## src/inc/slave_mode_pkg.sv

```systemverilog
package slave_mode_pkg;

    // ----------------------------------------
    // register map
    // ----------------------------------------
    localparam int ADDR_W = 4;
    localparam int DATA_W = 16;
    localparam logic [3:0] SMC_OFFSET = 4'h0;
    localparam logic [3:0] STATUS_OFFSET = 4'h1;
    localparam logic [15:0] SMC_RESET = 16'h0000;
    localparam logic [15:0] SMC_WRITE_MASK = 16'hfff7;

    // ----------------------------------------
    // slave_mode_control fields
    // ----------------------------------------
    localparam int POL_BIT = 15;
    localparam int ECLKB_BIT = 14;
    localparam int PSC_LSB = 12;
    localparam int FILT_LSB = 8;
    localparam int SYNC_BIT = 7;
    localparam int TSEL_LSB = 4;
    localparam int RSVD_BIT = 3;
    localparam int MODE_LSB = 0;

    // ----------------------------------------
    // status register fields
    // ----------------------------------------
    localparam int FLAG_BIT = 0;
    localparam int TRIG_LVL_BIT = 1;
    localparam int ETR_LVL_BIT = 2;

    // ----------------------------------------
    // slave mode codes
    // ----------------------------------------
    localparam logic [2:0] MODE_OFF = 3'h0;
    localparam logic [2:0] MODE_ENC_A = 3'h1;
    localparam logic [2:0] MODE_ENC_B = 3'h2;
    localparam logic [2:0] MODE_ENC_C = 3'h3;
    localparam logic [2:0] MODE_RESET = 3'h4;
    localparam logic [2:0] MODE_SUSPEND = 3'h5;
    localparam logic [2:0] MODE_TRIGGER = 3'h6;
    localparam logic [2:0] MODE_EXT_CLK = 3'h7;

    // ----------------------------------------
    // trigger input select codes
    // ----------------------------------------
    localparam logic [2:0] TSEL_CH1_EDGE = 3'h4;
    localparam logic [2:0] TSEL_FILT_ONE = 3'h5;
    localparam logic [2:0] TSEL_FILT_TWO = 3'h6;
    localparam logic [2:0] TSEL_EXT = 3'h7;

    // ----------------------------------------
    // filter tables, indexed by filter code
    // ----------------------------------------
    // log2 of the dead-time clock divider
    localparam logic [2:0] FILT_DIV_LOG2 [16] = '{
        3'h0, 3'h0, 3'h0, 3'h0, 3'h1, 3'h1, 3'h2, 3'h2,
        3'h3, 3'h3, 3'h4, 3'h4, 3'h4, 3'h5, 3'h5, 3'h5};
    // consecutive equal samples needed
    localparam logic [3:0] FILT_COUNT [16] = '{
        4'h1, 4'h2, 4'h4, 4'h8, 4'h6, 4'h8, 4'h6, 4'h8,
        4'h6, 4'h8, 4'h5, 4'h6, 4'h8, 4'h5, 4'h6, 4'h8};
    localparam logic [3:0] FILT_OFF = 4'h0;
    localparam logic [3:0] FILT_KERNEL_LAST = 4'h3;

endpackage

```

## src/hw/ext_trig_filter_unit.sv

```systemverilog
`timescale 1ns/1ps
`default_nettype none

module ext_trig_filter_unit (
    input wire logic core_clk,
    input wire logic sys_rst,
    input wire logic din,
    input wire logic [3:0] filter_code,
    input wire logic dead_time_clock,
    output logic dout
);
    import slave_mode_pkg::*;

    logic [4:0] div_q;
    logic [3:0] run_q;
    logic [4:0] mask;
    logic sample;
    logic [3:0] need;

    // ----------------------------------------
    // sampling strobe
    // ----------------------------------------
    always_comb begin
        mask = 5'((6'h01 << FILT_DIV_LOG2[filter_code]) - 6'h01);
        need = FILT_COUNT[filter_code];
        if (filter_code == FILT_OFF) begin
            sample = dead_time_clock;
        end else if (filter_code <= FILT_KERNEL_LAST) begin
            sample = 1'b1;
        end else begin
            sample = dead_time_clock && ((div_q & mask) == mask);
        end
    end

    // dead-time tick divider
    always_ff @(posedge core_clk) begin
        if (sys_rst) begin
            div_q <= 5'h00;
        end else if (dead_time_clock) begin
            div_q <= div_q + 5'h01;
        end
    end

    // ----------------------------------------
    // run-length filter
    // ----------------------------------------
    // a new level is taken after need equal samples in a row
    always_ff @(posedge core_clk) begin
        if (sys_rst) begin
            run_q <= 4'h0;
            dout <= 1'b0;
        end else if (sample) begin
            if (din == dout) begin
                run_q <= 4'h0;
            end else if (run_q + 4'h1 >= need) begin
                run_q <= 4'h0;
                dout <= din;
            end else begin
                run_q <= run_q + 4'h1;
            end
        end
    end

endmodule

`default_nettype wire

```

## src/hw/timer_slave_mode_controller.sv

```systemverilog
// The implementer's own choices: the register addresses and the address-and-strobe port.
`timescale 1ns/1ps
`default_nettype none

module timer_slave_mode_controller (
    input wire logic core_clk,
    input wire logic sys_rst,
    // register port
    input wire logic [slave_mode_pkg::ADDR_W-1:0] reg_addr,
    input wire logic [slave_mode_pkg::DATA_W-1:0] reg_wdata,
    input wire logic reg_write,
    input wire logic reg_read,
    output logic [slave_mode_pkg::DATA_W-1:0] reg_rdata,
    // trigger sources
    input wire logic [3:0] internal_source,
    input wire logic chan1_raw_input,
    input wire logic filtered_chan_input_one,
    input wire logic filtered_chan_input_two,
    input wire logic outside_trigger_pin,
    input wire logic dead_time_clock,
    // counter control
    output logic [1:0] encoder_variant,
    output logic counter_reinit,
    output logic counter_run,
    output logic counter_start,
    output logic counter_tick,
    output logic trigger_event,
    output logic master_sync,
    output logic trigger_event_flag
);
    import slave_mode_pkg::*;

    // ----------------------------------------
    // control register
    // ----------------------------------------
    logic [15:0] smc_q;
    logic ext_trig_polarity;
    logic second_ext_clock_enable;
    logic [1:0] ext_trig_prescale;
    logic [3:0] ext_trig_filter;
    logic master_slave_sync_enable;
    logic [2:0] trigger_input_select;
    logic [2:0] slave_mode_select;

    // software writes; reserved bit 3 is forced to zero
    always_ff @(posedge core_clk) begin
        if (sys_rst) begin
            smc_q <= SMC_RESET;
        end else if (reg_write && reg_addr == SMC_OFFSET) begin
            smc_q <= reg_wdata & SMC_WRITE_MASK;
        end
    end

    // field split
    assign ext_trig_polarity = smc_q[POL_BIT];
    assign second_ext_clock_enable = smc_q[ECLKB_BIT];
    assign ext_trig_prescale = smc_q[PSC_LSB +: 2];
    assign ext_trig_filter = smc_q[FILT_LSB +: 4];
    assign master_slave_sync_enable = smc_q[SYNC_BIT];
    assign trigger_input_select = smc_q[TSEL_LSB +: 3];
    assign slave_mode_select = smc_q[MODE_LSB +: 3];

    // ----------------------------------------
    // external trigger conditioning
    // ----------------------------------------
    logic etr_pol;
    logic etr_pol_q;
    logic [2:0] psc_cnt_q;
    logic etr_div;
    logic etr_div_q;
    logic etr_cond;
    logic etr_cond_q;
    logic etr_cond_rise;

    // polarity: invert when the bit is set
    assign etr_pol = outside_trigger_pin ^ ext_trig_polarity;

    // rising-edge counter feeding the divider
    // the count is kept across a prescale change, so the first divided edge may come early
    always_ff @(posedge core_clk) begin
        if (sys_rst) begin
            etr_pol_q <= 1'b0;
            psc_cnt_q <= 3'h0;
        end else begin
            etr_pol_q <= etr_pol;
            if (etr_pol && !etr_pol_q) begin
                psc_cnt_q <= psc_cnt_q + 3'h1;
            end
        end
    end

    // divided level: each counter bit halves the edge rate
    always_comb begin
        unique case (ext_trig_prescale)
            2'h0: etr_div = etr_pol_q;
            2'h1: etr_div = psc_cnt_q[0];
            2'h2: etr_div = psc_cnt_q[1];
            2'h3: etr_div = psc_cnt_q[2];
        endcase
    end

    // divided level register, keeps the divider mux off the filter input
    always_ff @(posedge core_clk) begin
        if (sys_rst) begin
            etr_div_q <= 1'b0;
        end else begin
            etr_div_q <= etr_div;
        end
    end

    // digital filter on the divided trigger
    ext_trig_filter_unit filter_inst (
        .core_clk(core_clk),
        .sys_rst(sys_rst),
        .din(etr_div_q),
        .filter_code(ext_trig_filter),
        .dead_time_clock(dead_time_clock),
        .dout(etr_cond)
    );

    // previous conditioned level, for rising-edge detection
    always_ff @(posedge core_clk) begin
        if (sys_rst) begin
            etr_cond_q <= 1'b0;
        end else begin
            etr_cond_q <= etr_cond;
        end
    end

    assign etr_cond_rise = etr_cond && !etr_cond_q;

    // ----------------------------------------
    // trigger input selection
    // ----------------------------------------
    logic ch1_q;
    logic chan1_edge_detect;
    logic slave_trigger_input;
    logic trig_q;
    logic trig_rise;
    logic trig_any;

    // channel 1 raw input edge detector, pulses on either edge
    // resets low like the idle pin, so no false edge follows reset
    always_ff @(posedge core_clk) begin
        if (sys_rst) begin
            ch1_q <= 1'b0;
        end else begin
            ch1_q <= chan1_raw_input;
        end
    end

    assign chan1_edge_detect = chan1_raw_input ^ ch1_q;

    // source multiplexer
    always_comb begin
        if (!trigger_input_select[2]) begin
            // codes 000-011 pick internal sources 0-3
            // code 001 falls in the same index path as the others
            slave_trigger_input = internal_source[trigger_input_select[1:0]];
        end else begin
            unique case (trigger_input_select)
                TSEL_CH1_EDGE: slave_trigger_input = chan1_edge_detect;
                TSEL_FILT_ONE: slave_trigger_input = filtered_chan_input_one;
                TSEL_FILT_TWO: slave_trigger_input = filtered_chan_input_two;
                TSEL_EXT: slave_trigger_input = etr_cond;
                default: slave_trigger_input = 1'b0;
            endcase
        end
    end

    // previous trigger sample, for edge detection
    always_ff @(posedge core_clk) begin
        if (sys_rst) begin
            trig_q <= 1'b0;
        end else begin
            trig_q <= slave_trigger_input;
        end
    end

    assign trig_rise = slave_trigger_input && !trig_q;
    assign trig_any = slave_trigger_input ^ trig_q;

    // ----------------------------------------
    // slave mode actions
    // ----------------------------------------
    logic is_suspend;
    logic is_encoder;
    logic is_reset_mode;
    logic is_trigger_mode;
    logic is_ext_clock_mode;
    logic trig_evt;

    // one decode of the slave mode field, shared by every action below but the master sync request
    assign is_suspend = slave_mode_select == MODE_SUSPEND;
    assign is_encoder = slave_mode_select == MODE_ENC_A
        || slave_mode_select == MODE_ENC_B
        || slave_mode_select == MODE_ENC_C;
    assign is_reset_mode = slave_mode_select == MODE_RESET;
    assign is_trigger_mode = slave_mode_select == MODE_TRIGGER;
    assign is_ext_clock_mode = slave_mode_select == MODE_EXT_CLK;
    // active edge, or either edge while suspended
    assign trig_evt = is_suspend ? trig_any : trig_rise;

    // encoder variant: 0 when not in an encoder mode
    always_ff @(posedge core_clk) begin
        if (sys_rst) begin
            encoder_variant <= 2'h0;
        end else if (is_encoder) begin
            encoder_variant <= slave_mode_select[1:0];
        end else begin
            encoder_variant <= 2'h0;
        end
    end

    // counter reinit pulse
    always_ff @(posedge core_clk) begin
        if (sys_rst) begin
            counter_reinit <= 1'b0;
        end else begin
            counter_reinit <= is_reset_mode && trig_rise;
        end
    end

    // counting gate: suspend follows the trigger level
    // outside suspend this block never holds the counter
    always_ff @(posedge core_clk) begin
        if (sys_rst) begin
            counter_run <= 1'b1;
        end else if (is_suspend) begin
            counter_run <= slave_trigger_input;
        end else begin
            counter_run <= 1'b1;
        end
    end

    // counter start pulse in trigger mode
    always_ff @(posedge core_clk) begin
        if (sys_rst) begin
            counter_start <= 1'b0;
        end else begin
            counter_start <= is_trigger_mode && trig_rise;
        end
    end

    logic tick_mode_a;
    logic tick_mode_b;

    // mode A counts rising edges of the selected trigger
    assign tick_mode_a = is_ext_clock_mode && trig_rise;
    // mode B counts rising edges of the conditioned external trigger,
    // whatever the slave mode field holds
    assign tick_mode_b = second_ext_clock_enable && etr_cond_rise;

    // external clock ticks: either source advances the counter
    always_ff @(posedge core_clk) begin
        if (sys_rst) begin
            counter_tick <= 1'b0;
        end else begin
            counter_tick <= tick_mode_a || tick_mode_b;
        end
    end

    // trigger event pulse
    always_ff @(posedge core_clk) begin
        if (sys_rst) begin
            trigger_event <= 1'b0;
        end else begin
            trigger_event <= trig_evt;
        end
    end

    // synchronization request towards the master timer
    // the enable is only handed on; the master side acts on it
    always_ff @(posedge core_clk) begin
        if (sys_rst) begin
            master_sync <= 1'b0;
        end else begin
            master_sync <= master_slave_sync_enable;
        end
    end

    // ----------------------------------------
    // trigger flag and status
    // ----------------------------------------
    logic flag_clear;

    // writing zero to the flag bit clears it
    // writing one leaves the flag alone
    assign flag_clear = reg_write && reg_addr == STATUS_OFFSET && !reg_wdata[FLAG_BIT];

    // a new event beats a clear in the same cycle
    always_ff @(posedge core_clk) begin
        if (sys_rst) begin
            trigger_event_flag <= 1'b0;
        end else if (trig_evt) begin
            trigger_event_flag <= 1'b1;
        end else if (flag_clear) begin
            trigger_event_flag <= 1'b0;
        end
    end

    // ----------------------------------------
    // read port
    // ----------------------------------------
    logic [15:0] status_word;

    // status bits; unused bits read as zero
    always_comb begin
        status_word = 16'h0000;
        status_word[FLAG_BIT] = trigger_event_flag;
        status_word[TRIG_LVL_BIT] = trig_q;
        status_word[ETR_LVL_BIT] = etr_cond_q;
    end

    // read data one cycle after the strobe, zero otherwise
    always_ff @(posedge core_clk) begin
        if (sys_rst) begin
            reg_rdata <= 16'h0000;
        end else if (reg_read && reg_addr == SMC_OFFSET) begin
            reg_rdata <= smc_q;
        end else if (reg_read && reg_addr == STATUS_OFFSET) begin
            reg_rdata <= status_word;
        end else begin
            reg_rdata <= 16'h0000;
        end
    end

endmodule

`default_nettype wire

```

## config.mk

```make
export PLATFORM = sky130hd
export DESIGN_NAME = timer_slave_mode_controller
export DESIGN_NICKNAME = d
export VERILOG_FILES = /design/src/inc/slave_mode_pkg.sv /design/src/hw/ext_trig_filter_unit.sv /design/src/hw/timer_slave_mode_controller.sv
export SDC_FILE = /design/constraint.sdc
export NUM_CORES = 1
export LEC_CHECK = 0
export BUFFER_PORTS_ARGS = -buffer_cell sky130_fd_sc_hd__buf_2
export CORE_MARGIN = 3
export CORE_UTILIZATION = 30
export DETAILED_ROUTE_END_ITERATION = 8
export PLACE_DENSITY = 0.51
export SLEW_MARGIN = 5
export SYNTH_ARGS = -nofsm -noshare
export SYNTH_HDL_FRONTEND = slang
export SYNTH_SLANG_ARGS = --single-unit
export TNS_END_PERCENT = 50
```

## constraint.sdc

```tcl
create_clock -name core_clk -period 3.4 [get_ports core_clk]
set_clock_uncertainty 0.2 [all_clocks]
set_input_delay 0.51 -clock core_clk [delete_from_list [all_inputs] [get_ports core_clk]]
set_output_delay 0.51 -clock core_clk [all_outputs]
set_load 0.03 [all_outputs]
```

==> qor.yml, run 1 <==
outcome:
  status: "finished clean"
synthesis:
  ys_types: 47
  syn_inst: 260
  avgSynthCellArea_um2: 9.80
  synth_edf_count: 0
  yosys_warnings: 0
  mappedNetlistNets: 307
  synthFlopType: "dfxtp_1"
  ys_seq_elements: 57
  synthesis.area_um2: 2550
  async_flop_share_pct: 0
  seq_area_frac_synth_pct: 44.8
setup_path:
  r2r_start: "smc_q[8]"
  cp.depth: 11
  worstPathMaxFanout: 6
  worstSetupStartpointType: "register"
  critPathLaunch: "smc_q[8]"
  arrival_ns: 3.17
  worstPathRequired_ns: 3.46
  critPathBufInv: 1
  end_kind: "register"
  cpMostUsedCell: "ha_1"
  rrSetupSlack_ns: 0.29
  slowest_delay_ns: 0.47
  worst_r2r_path_depth: 11
  crit_family: "compound AO/OA/AOI/OAI gates"
  r2r_end: "filter_inst.run_q[2]"
  crit_end: "filter_inst.run_q[2]"
  critical_path_class: "reg2reg"
  crit_slowest_cell: "or4b_1"
  crit_path_cell_trace: "inv_1 -> ha_1 -> nand2_1 -> a21boi_0 -> o21ai_0 -> ha_1 -> nand2b_4 -> a211o_1 -> a211oi_4 -> or4b_1 -> o2bb2ai_1"
route:
  wl_um: 5430
  drt_iter0_markers: 52
  drc: 0
  dr.pass1.iters: 4
  wl_per_cell_um: 12.8
  dr_total_vias: 1976
  antenna_left: 0
  via_per_inst: 4.65
die:
  die_area_um2: 9640
  die_w_um: 98.2
  start_util_pct: 32.0
  ios: 58
  coreArea_um2: 7970
  dieHeight_um: 98.2
  rows: 32
global_route:
  grt_util_all_layers_pct: 12.1
  grt-ovfl-total: 0
  grt_pass1_vias: 1932
  grt_max_degree: 44
  antenna_found_initial: 0
  grt_pass1_wl_um: 9180
clock_network:
  htreeDepth: 3
  cts_buffer_depth: 2
  clock-sinks: 57
  cts.reportedPaths.clkPinSlew_ns: 0.07
  numCtsBuffers: 9
  cts-resized-gates: 0
  holdBufCountCts: 0
  cts_root_buffer: "clkbuf_8"
  cts_setup_buffers: 0
  cts_tree: "done"
  clock_latency_ns: 0.33
cells_and_area:
  syn2layout_area_growth_pct: 21.9
  layout.nets: 365
  diodes: 0
  drive_above_1_share_pct: 26.6
  instances_no_fill: 425
  fin_area_um2: 3110
timing:
  fin_crit_sh_pct: 91.5
  setup_ws_ns: 0.289
  worst_slew_pin_slew_ns: 0.676
  max_freq_ghz: 0.321
  final-setup-viol-count: 0
  fin_setup_tns_ns: 0
  max_slew_margin_pct: 54.8
  min_period_ns: 3.11
  hold_violations: 0
  drv_slew: 0
  rsz0062_at_grt: "no"
place:
  dpl.hpwl_um: 3900
  pre_cts_slack_ns: 0.267
  gp_congestion: 0.747
  numPortBuffers: 55
  postPlaceCellArea_um2: 2940
  placedCellCount: 409
power:
  pwr_density_cell_nw_per_um2: 433
  vdd_drop_max_mv: 0.209
  power.leakage_nw: 1.30
  power_mw: 1.35
worst_hold_path:
  hp-class: "in2reg"
flow_run:
  maxCapViolations: 0
==> through the flow <==
step	hold WS [ns]	util, %
after floorplan	0.232	-
after global placement	0.263	36.8
after detailed placement	0.265	36.8
after CTS	0.192	39.0
after global routing	0.207	39.0
final	0.213	39.0
==> cell families (layout without fill, tap and decap cells) <==
kind of cell,count (synthesis),after routing,share of synthesized area (%)
simple gates,97,97,19.6
flops,57,57,44.8
mux,29,29,12.9
compound gates,27,27,7.95
buf+inv,23,86,3.58
fa+ha+maj,14,14,6.87
xor+xnor,12,12,4.12
other cells,1,1,0.147
==> registers in the layout, summed over array words and instances (netlist names), 2 cells and up <==
signal	count
smc_q	15
filter_inst.run_q	4
encoder_variant	2
reg_rdata	15
psc_cnt_q	3
filter_inst.div_q	5
==> worst register-to-register path, delay by kind of cell, from the launching register on <==
family                     cells  cell delay (ns)
adders and majority gates      2             0.51
buffers and inverters          1             0.13
and+or+nand+nor                3             0.69
AOI/OAI and AO/OA              5             1.09
DFF                            1             0.42
==> cells in the final DEF (no fill, tap or decap), types with 4 or more instances in the layout <==
| master | n |
|---|---|
| clkbuf_8 | 10 |
| dfxtp_1 | 57 |
| buf_4 | 5 |
| xnor2_1 | 6 |
| ha_1 | 14 |
| nor2b_1 | 6 |
| inv_1 | 10 |
| nand2_1 | 10 |
| mux2i_1 | 25 |
| nor3_1 | 4 |
| and2_1 | 9 |
| xor2_1 | 6 |
| buf_2 | 55 |
| nand3b_1 | 6 |
| nand2b_1 | 4 |
| nand3_1 | 5 |
| o21ai_0 | 5 |
| nor2_1 | 40 |
| a21oi_1 | 5 |
==> where the power goes <==
part,switching [mW],internal (mW)
registers,0.0117,0.681
logic,0.0543,0.0499
clock network,0.267,0.281
total,0.333,1.01
==> cell type report <==
cell class,instances,area (um2)
flip-flops and latches,57,1140
clock inverters,5,31.3
multi-input cells,180,1320
repair buffers,60,313
inverters,10,37.5
clock buffers,11,141
well taps,102,128
fillers,859,4860
==> Yosys cell counts (2+ instances only) <==
master	n	area share [%]
a211oi_1	3	0.88
a21oi_1	5	0.98
and2_1	9	2.2
clkbuf_1	11	1.6
dfxtp_1	57	45
ha_1	14	6.9
inv_1	10	1.5
mux2i_1	25	9.8
mux4_2	3	2.7
nand2_1	10	1.5
nand2b_1	4	0.98
nand3_1	5	0.98
nand3b_1	6	1.8
nand4_1	3	0.74
nor2_1	40	5.9
nor2b_1	6	1.5
nor3_1	4	0.79
nor3b_1	2	0.59
o21ai_0	5	0.98
xnor2_1	6	2.1
xor2_1	6	2.1
==> how the worst min path moves through the flow <==
stage | cells past startpoint | endpoint | slack (ns) | startpoint
after global routing | 3 | smc_q[11] | 0.21 | reg_wdata[11]
after CTS | 3 | smc_q[12] | 0.19 | reg_wdata[12]
final | 3 | smc_q[13] | 0.21 | reg_wdata[13]
after floorplan | 1 | counter_run | 0.23 | smc_q[0]
after detailed placement | 1 | reg_rdata[7] | 0.26 | smc_q[7]
after global placement | 1 | reg_rdata[7] | 0.26 | smc_q[7]
==> per-layer routing <==
| layer | up-vias | GRT usage, % | wire, um | share of wire (%) |
|---|---|---|---|---|
| met1 | 916 | 15.1 | 2560 | 47 |
| li1 | 1006 | - | - | - |
| met3 | 7 | 4.57 | 347 | 6.4 |
| met4 | 0 | 4.73 | 71 | 1.3 |
| met2 | 47 | 19.0 | 2450 | 45 |
| met5 | - | 0 | 0 | 0 |
No activity file was read; power rests on OpenSTA's default activity.
==> run 2, diff against run 1 <==
--- a/config.mk
+++ b/config.mk
@@ -10,6 +10,7 @@
 export CORE_UTILIZATION = 30
 export DETAILED_ROUTE_END_ITERATION = 8
 export PLACE_DENSITY = 0.51
+export RECOVER_POWER = 100
 export SLEW_MARGIN = 5
 export SYNTH_ARGS = -nofsm -noshare
 export SYNTH_HDL_FRONTEND = slang
==> run 2 against run 1 <==
Utilization down 0.52 points. Clock power about the same. Total power fell by 0.12%. Fmax shrank 0.31%. Die area stayed put. Worst setup slack got worse by 0.0096 ns. Sequential share of layout area increased by 0.49 points. The run now ends with capacitance limit, slew limit left. Highest routed layer unchanged. Count of clock-buffer cells in the layout unchanged. Via count about the same.
==> qor.yml, run 2 (synthesis results as in run 1) <==
die:
  start_util_pct: 32.0  # unchanged
  die_w_um: 98.2  # unchanged
  dieHeight_um: 98.2  # unchanged
  coreArea_um2: 7970  # unchanged
  rows: 32  # unchanged
  ios: 58  # unchanged
  die_area_um2: 9640  # unchanged
clock_network:
  cts_buffer_depth: 2  # unchanged
  cts_tree: "done"
  cts_root_buffer: "clkbuf_8"
  holdBufCountCts: 0  # unchanged
  htreeDepth: 3  # unchanged
  clock-sinks: 57  # unchanged
  numCtsBuffers: 9  # unchanged
  clock_latency_ns: 0.33  # about the same
  cts_setup_buffers: 0  # unchanged
  cts-resized-gates: 0  # unchanged
  cts.reportedPaths.clkPinSlew_ns: 0.07  # about the same
cells_and_area:
  layout_commonest_cell: "dfxtp_1"
  instances_no_fill: 425  # unchanged
  final_util_pct: 38.5  # -0.52 points
  num-fill-cells: 866  # +0.81%
  biggestRegsByFlops: "reg_rdata (15), smc_q (15), filter_inst.div_q (5)"
  syn2layout_area_growth_pct: 20.3
  diodes: 0  # unchanged
  drive_above_1_share_pct: 18.6  # -8.0 points
  layout.nets: 365  # unchanged
  layout_common_cells: "57 x dfxtp_1, 40 x nor2_1, 31 x buf_2"
route:
  antenna_left: 0  # unchanged
  via_per_inst: 4.65  # about the same
  drt_iter0_markers: 60  # +15%
  dr.pass1.iters: 4  # unchanged
  dr_total_vias: 1975  # -0.051%
  wl_um: 5460  # +0.53%
  drc: 0  # unchanged
  wl_per_cell_um: 12.8  # +0.53%
place:
  dpl.hpwl_um: 3900  # unchanged
  gp_congestion: 0.747  # unchanged
  placedCellCount: 409  # unchanged
  numPortBuffers: 55  # unchanged
power:
  power_mw: 1.34  # -0.12%
  power.leakage_nw: 1.18  # -9.2%
  vdd_drop_max_mv: 0.209  # +0.19%
  pwr_density_cell_nw_per_um2: 438  # +1.2%
setup_path:
  critPathBufInv: 1  # unchanged
  end_kind: "register"
  crit_slowest_cell: "or4b_1"
  worstPathRequired_ns: 3.46  # about the same
  worstPathMaxFanout: 6  # unchanged
  worstSetupStartpointType: "register"
  critical_path_class: "reg2reg"
  crit_path_cell_trace: "inv_1 -> ha_1 -> nand2_1 -> a21boi_0 -> o21ai_0 -> ha_1 -> nand2b_1 -> a211o_1 -> a211oi_4 -> or4b_1 -> o2bb2ai_1"
  cpMostUsedCell: "ha_1"
  arrival_ns: 3.18  # about the same
  slowest_delay_ns: 0.47  # about the same
  crit_family: "compound AO/OA/AOI/OAI gates"
timing:
  rsz0062_at_grt: "no"
  fin_setup_tns_ns: 0  # unchanged
  drv_slew: 44  # +44
  holdWs_ns: 0.212  # -0.000515 ns
  max_slew_margin_pct: -24.2  # -79 points
  final-setup-viol-count: 0  # unchanged
  worst_slew_pin_slew_ns: 1.86  # +1.19 ns
  min_period_ns: 3.12  # +0.00958 ns
  max_freq_ghz: 0.320  # -0.31%
  hold_violations: 0  # unchanged
  fin_crit_sh_pct: 91.8  # +0.28 points
worst_hold_path:
  hp-class: "in2reg"
global_route:
  grt_max_degree: 44  # unchanged
  grt-ovfl-total: 0  # unchanged
  grt_pass1_wl_um: 9180  # unchanged
  grt_pass1_vias: 1932  # unchanged
  antenna_found_initial: 0  # unchanged
  grt_util_all_layers_pct: 12.1  # unchanged
outcome:
  status: "complete, but fails checks"
  violations: "capacitance limit, slew limit"
flow_run:
  maxCapViolations: 1  # +1
run 2: cell types whose count changed in the layout (fill, tap and decap cells not counted):
cell	before	now
buf_2	55	31
and2_0	0	6
clkbuf_1	1	26
buf_4	5	4
nand2b_1	4	5
nand2b_4	1	0
and2_1	9	3
run 2: tightest hold or removal path, delay by kind of cell:
| family | cells | cell delay [ns] |
|---|---|---|
| multiplexers | 1 | 0.05 |
| AND/OR/NAND/NOR | 1 | 0.07 |
| buffers and inverters | 1 | 0.08 |
run 2: layout make-up:
type                            instances  area, um2  area share [%]
Sequential cell                        57       1140            37.2
Timing Repair Buffer                   60        279            9.10
Tap cell                              102        128            4.16
Clock buffer                           11        141            4.61
Multi-Input combinational cell        180       1310            42.7
Clock inverter                          5       31.3            1.02
Inverter                               10       37.5            1.22
run 2: path summary, 6_finish.rpt:
| path | cells past startpoint | start | slack (ns) | end |
|---|---|---|---|---|
| setup / recovery | 11 | smc_q[8] | 0.28 | filter_inst.run_q[2] |
| hold / removal | 3 | reg_wdata[13] | 0.21 | smc_q[13] |
| setup reg to reg | 11 | smc_q[8] | 0.28 | filter_inst.run_q[2] |
| hold reg to reg | 1 | smc_q[7] | 0.28 | reg_rdata[7] |
run 2: power breakdown:
part	switching (mW)	total, mW	internal (mW)
Combinational	0.0542	0.103	0.0485
Sequential	0.0118	0.693	0.681
Clock	0.267	0.548	0.281
run 2: through the flow:
step	instance area, um2	setup slack [ns]
final	3070	0.280
after global routing	3070	0.106
after CTS	3110	0.239
after detailed placement	2940	0.267
after global placement	2940	0.317
after floorplan	2550	0.567
run 2: per-layer routing:
| layer | up-vias | share of wire [%] | track usage [%] |
|---|---|---|---|
| met5 | - | 0 | 0 |
| met1 | 915 | 47 | 15.1 |
| met2 | 47 | 45 | 19.0 |
| li1 | 1006 | - | - |
| met3 | 7 | 6.8 | 4.57 |
| met4 | 0 | 1.3 | 4.73 |
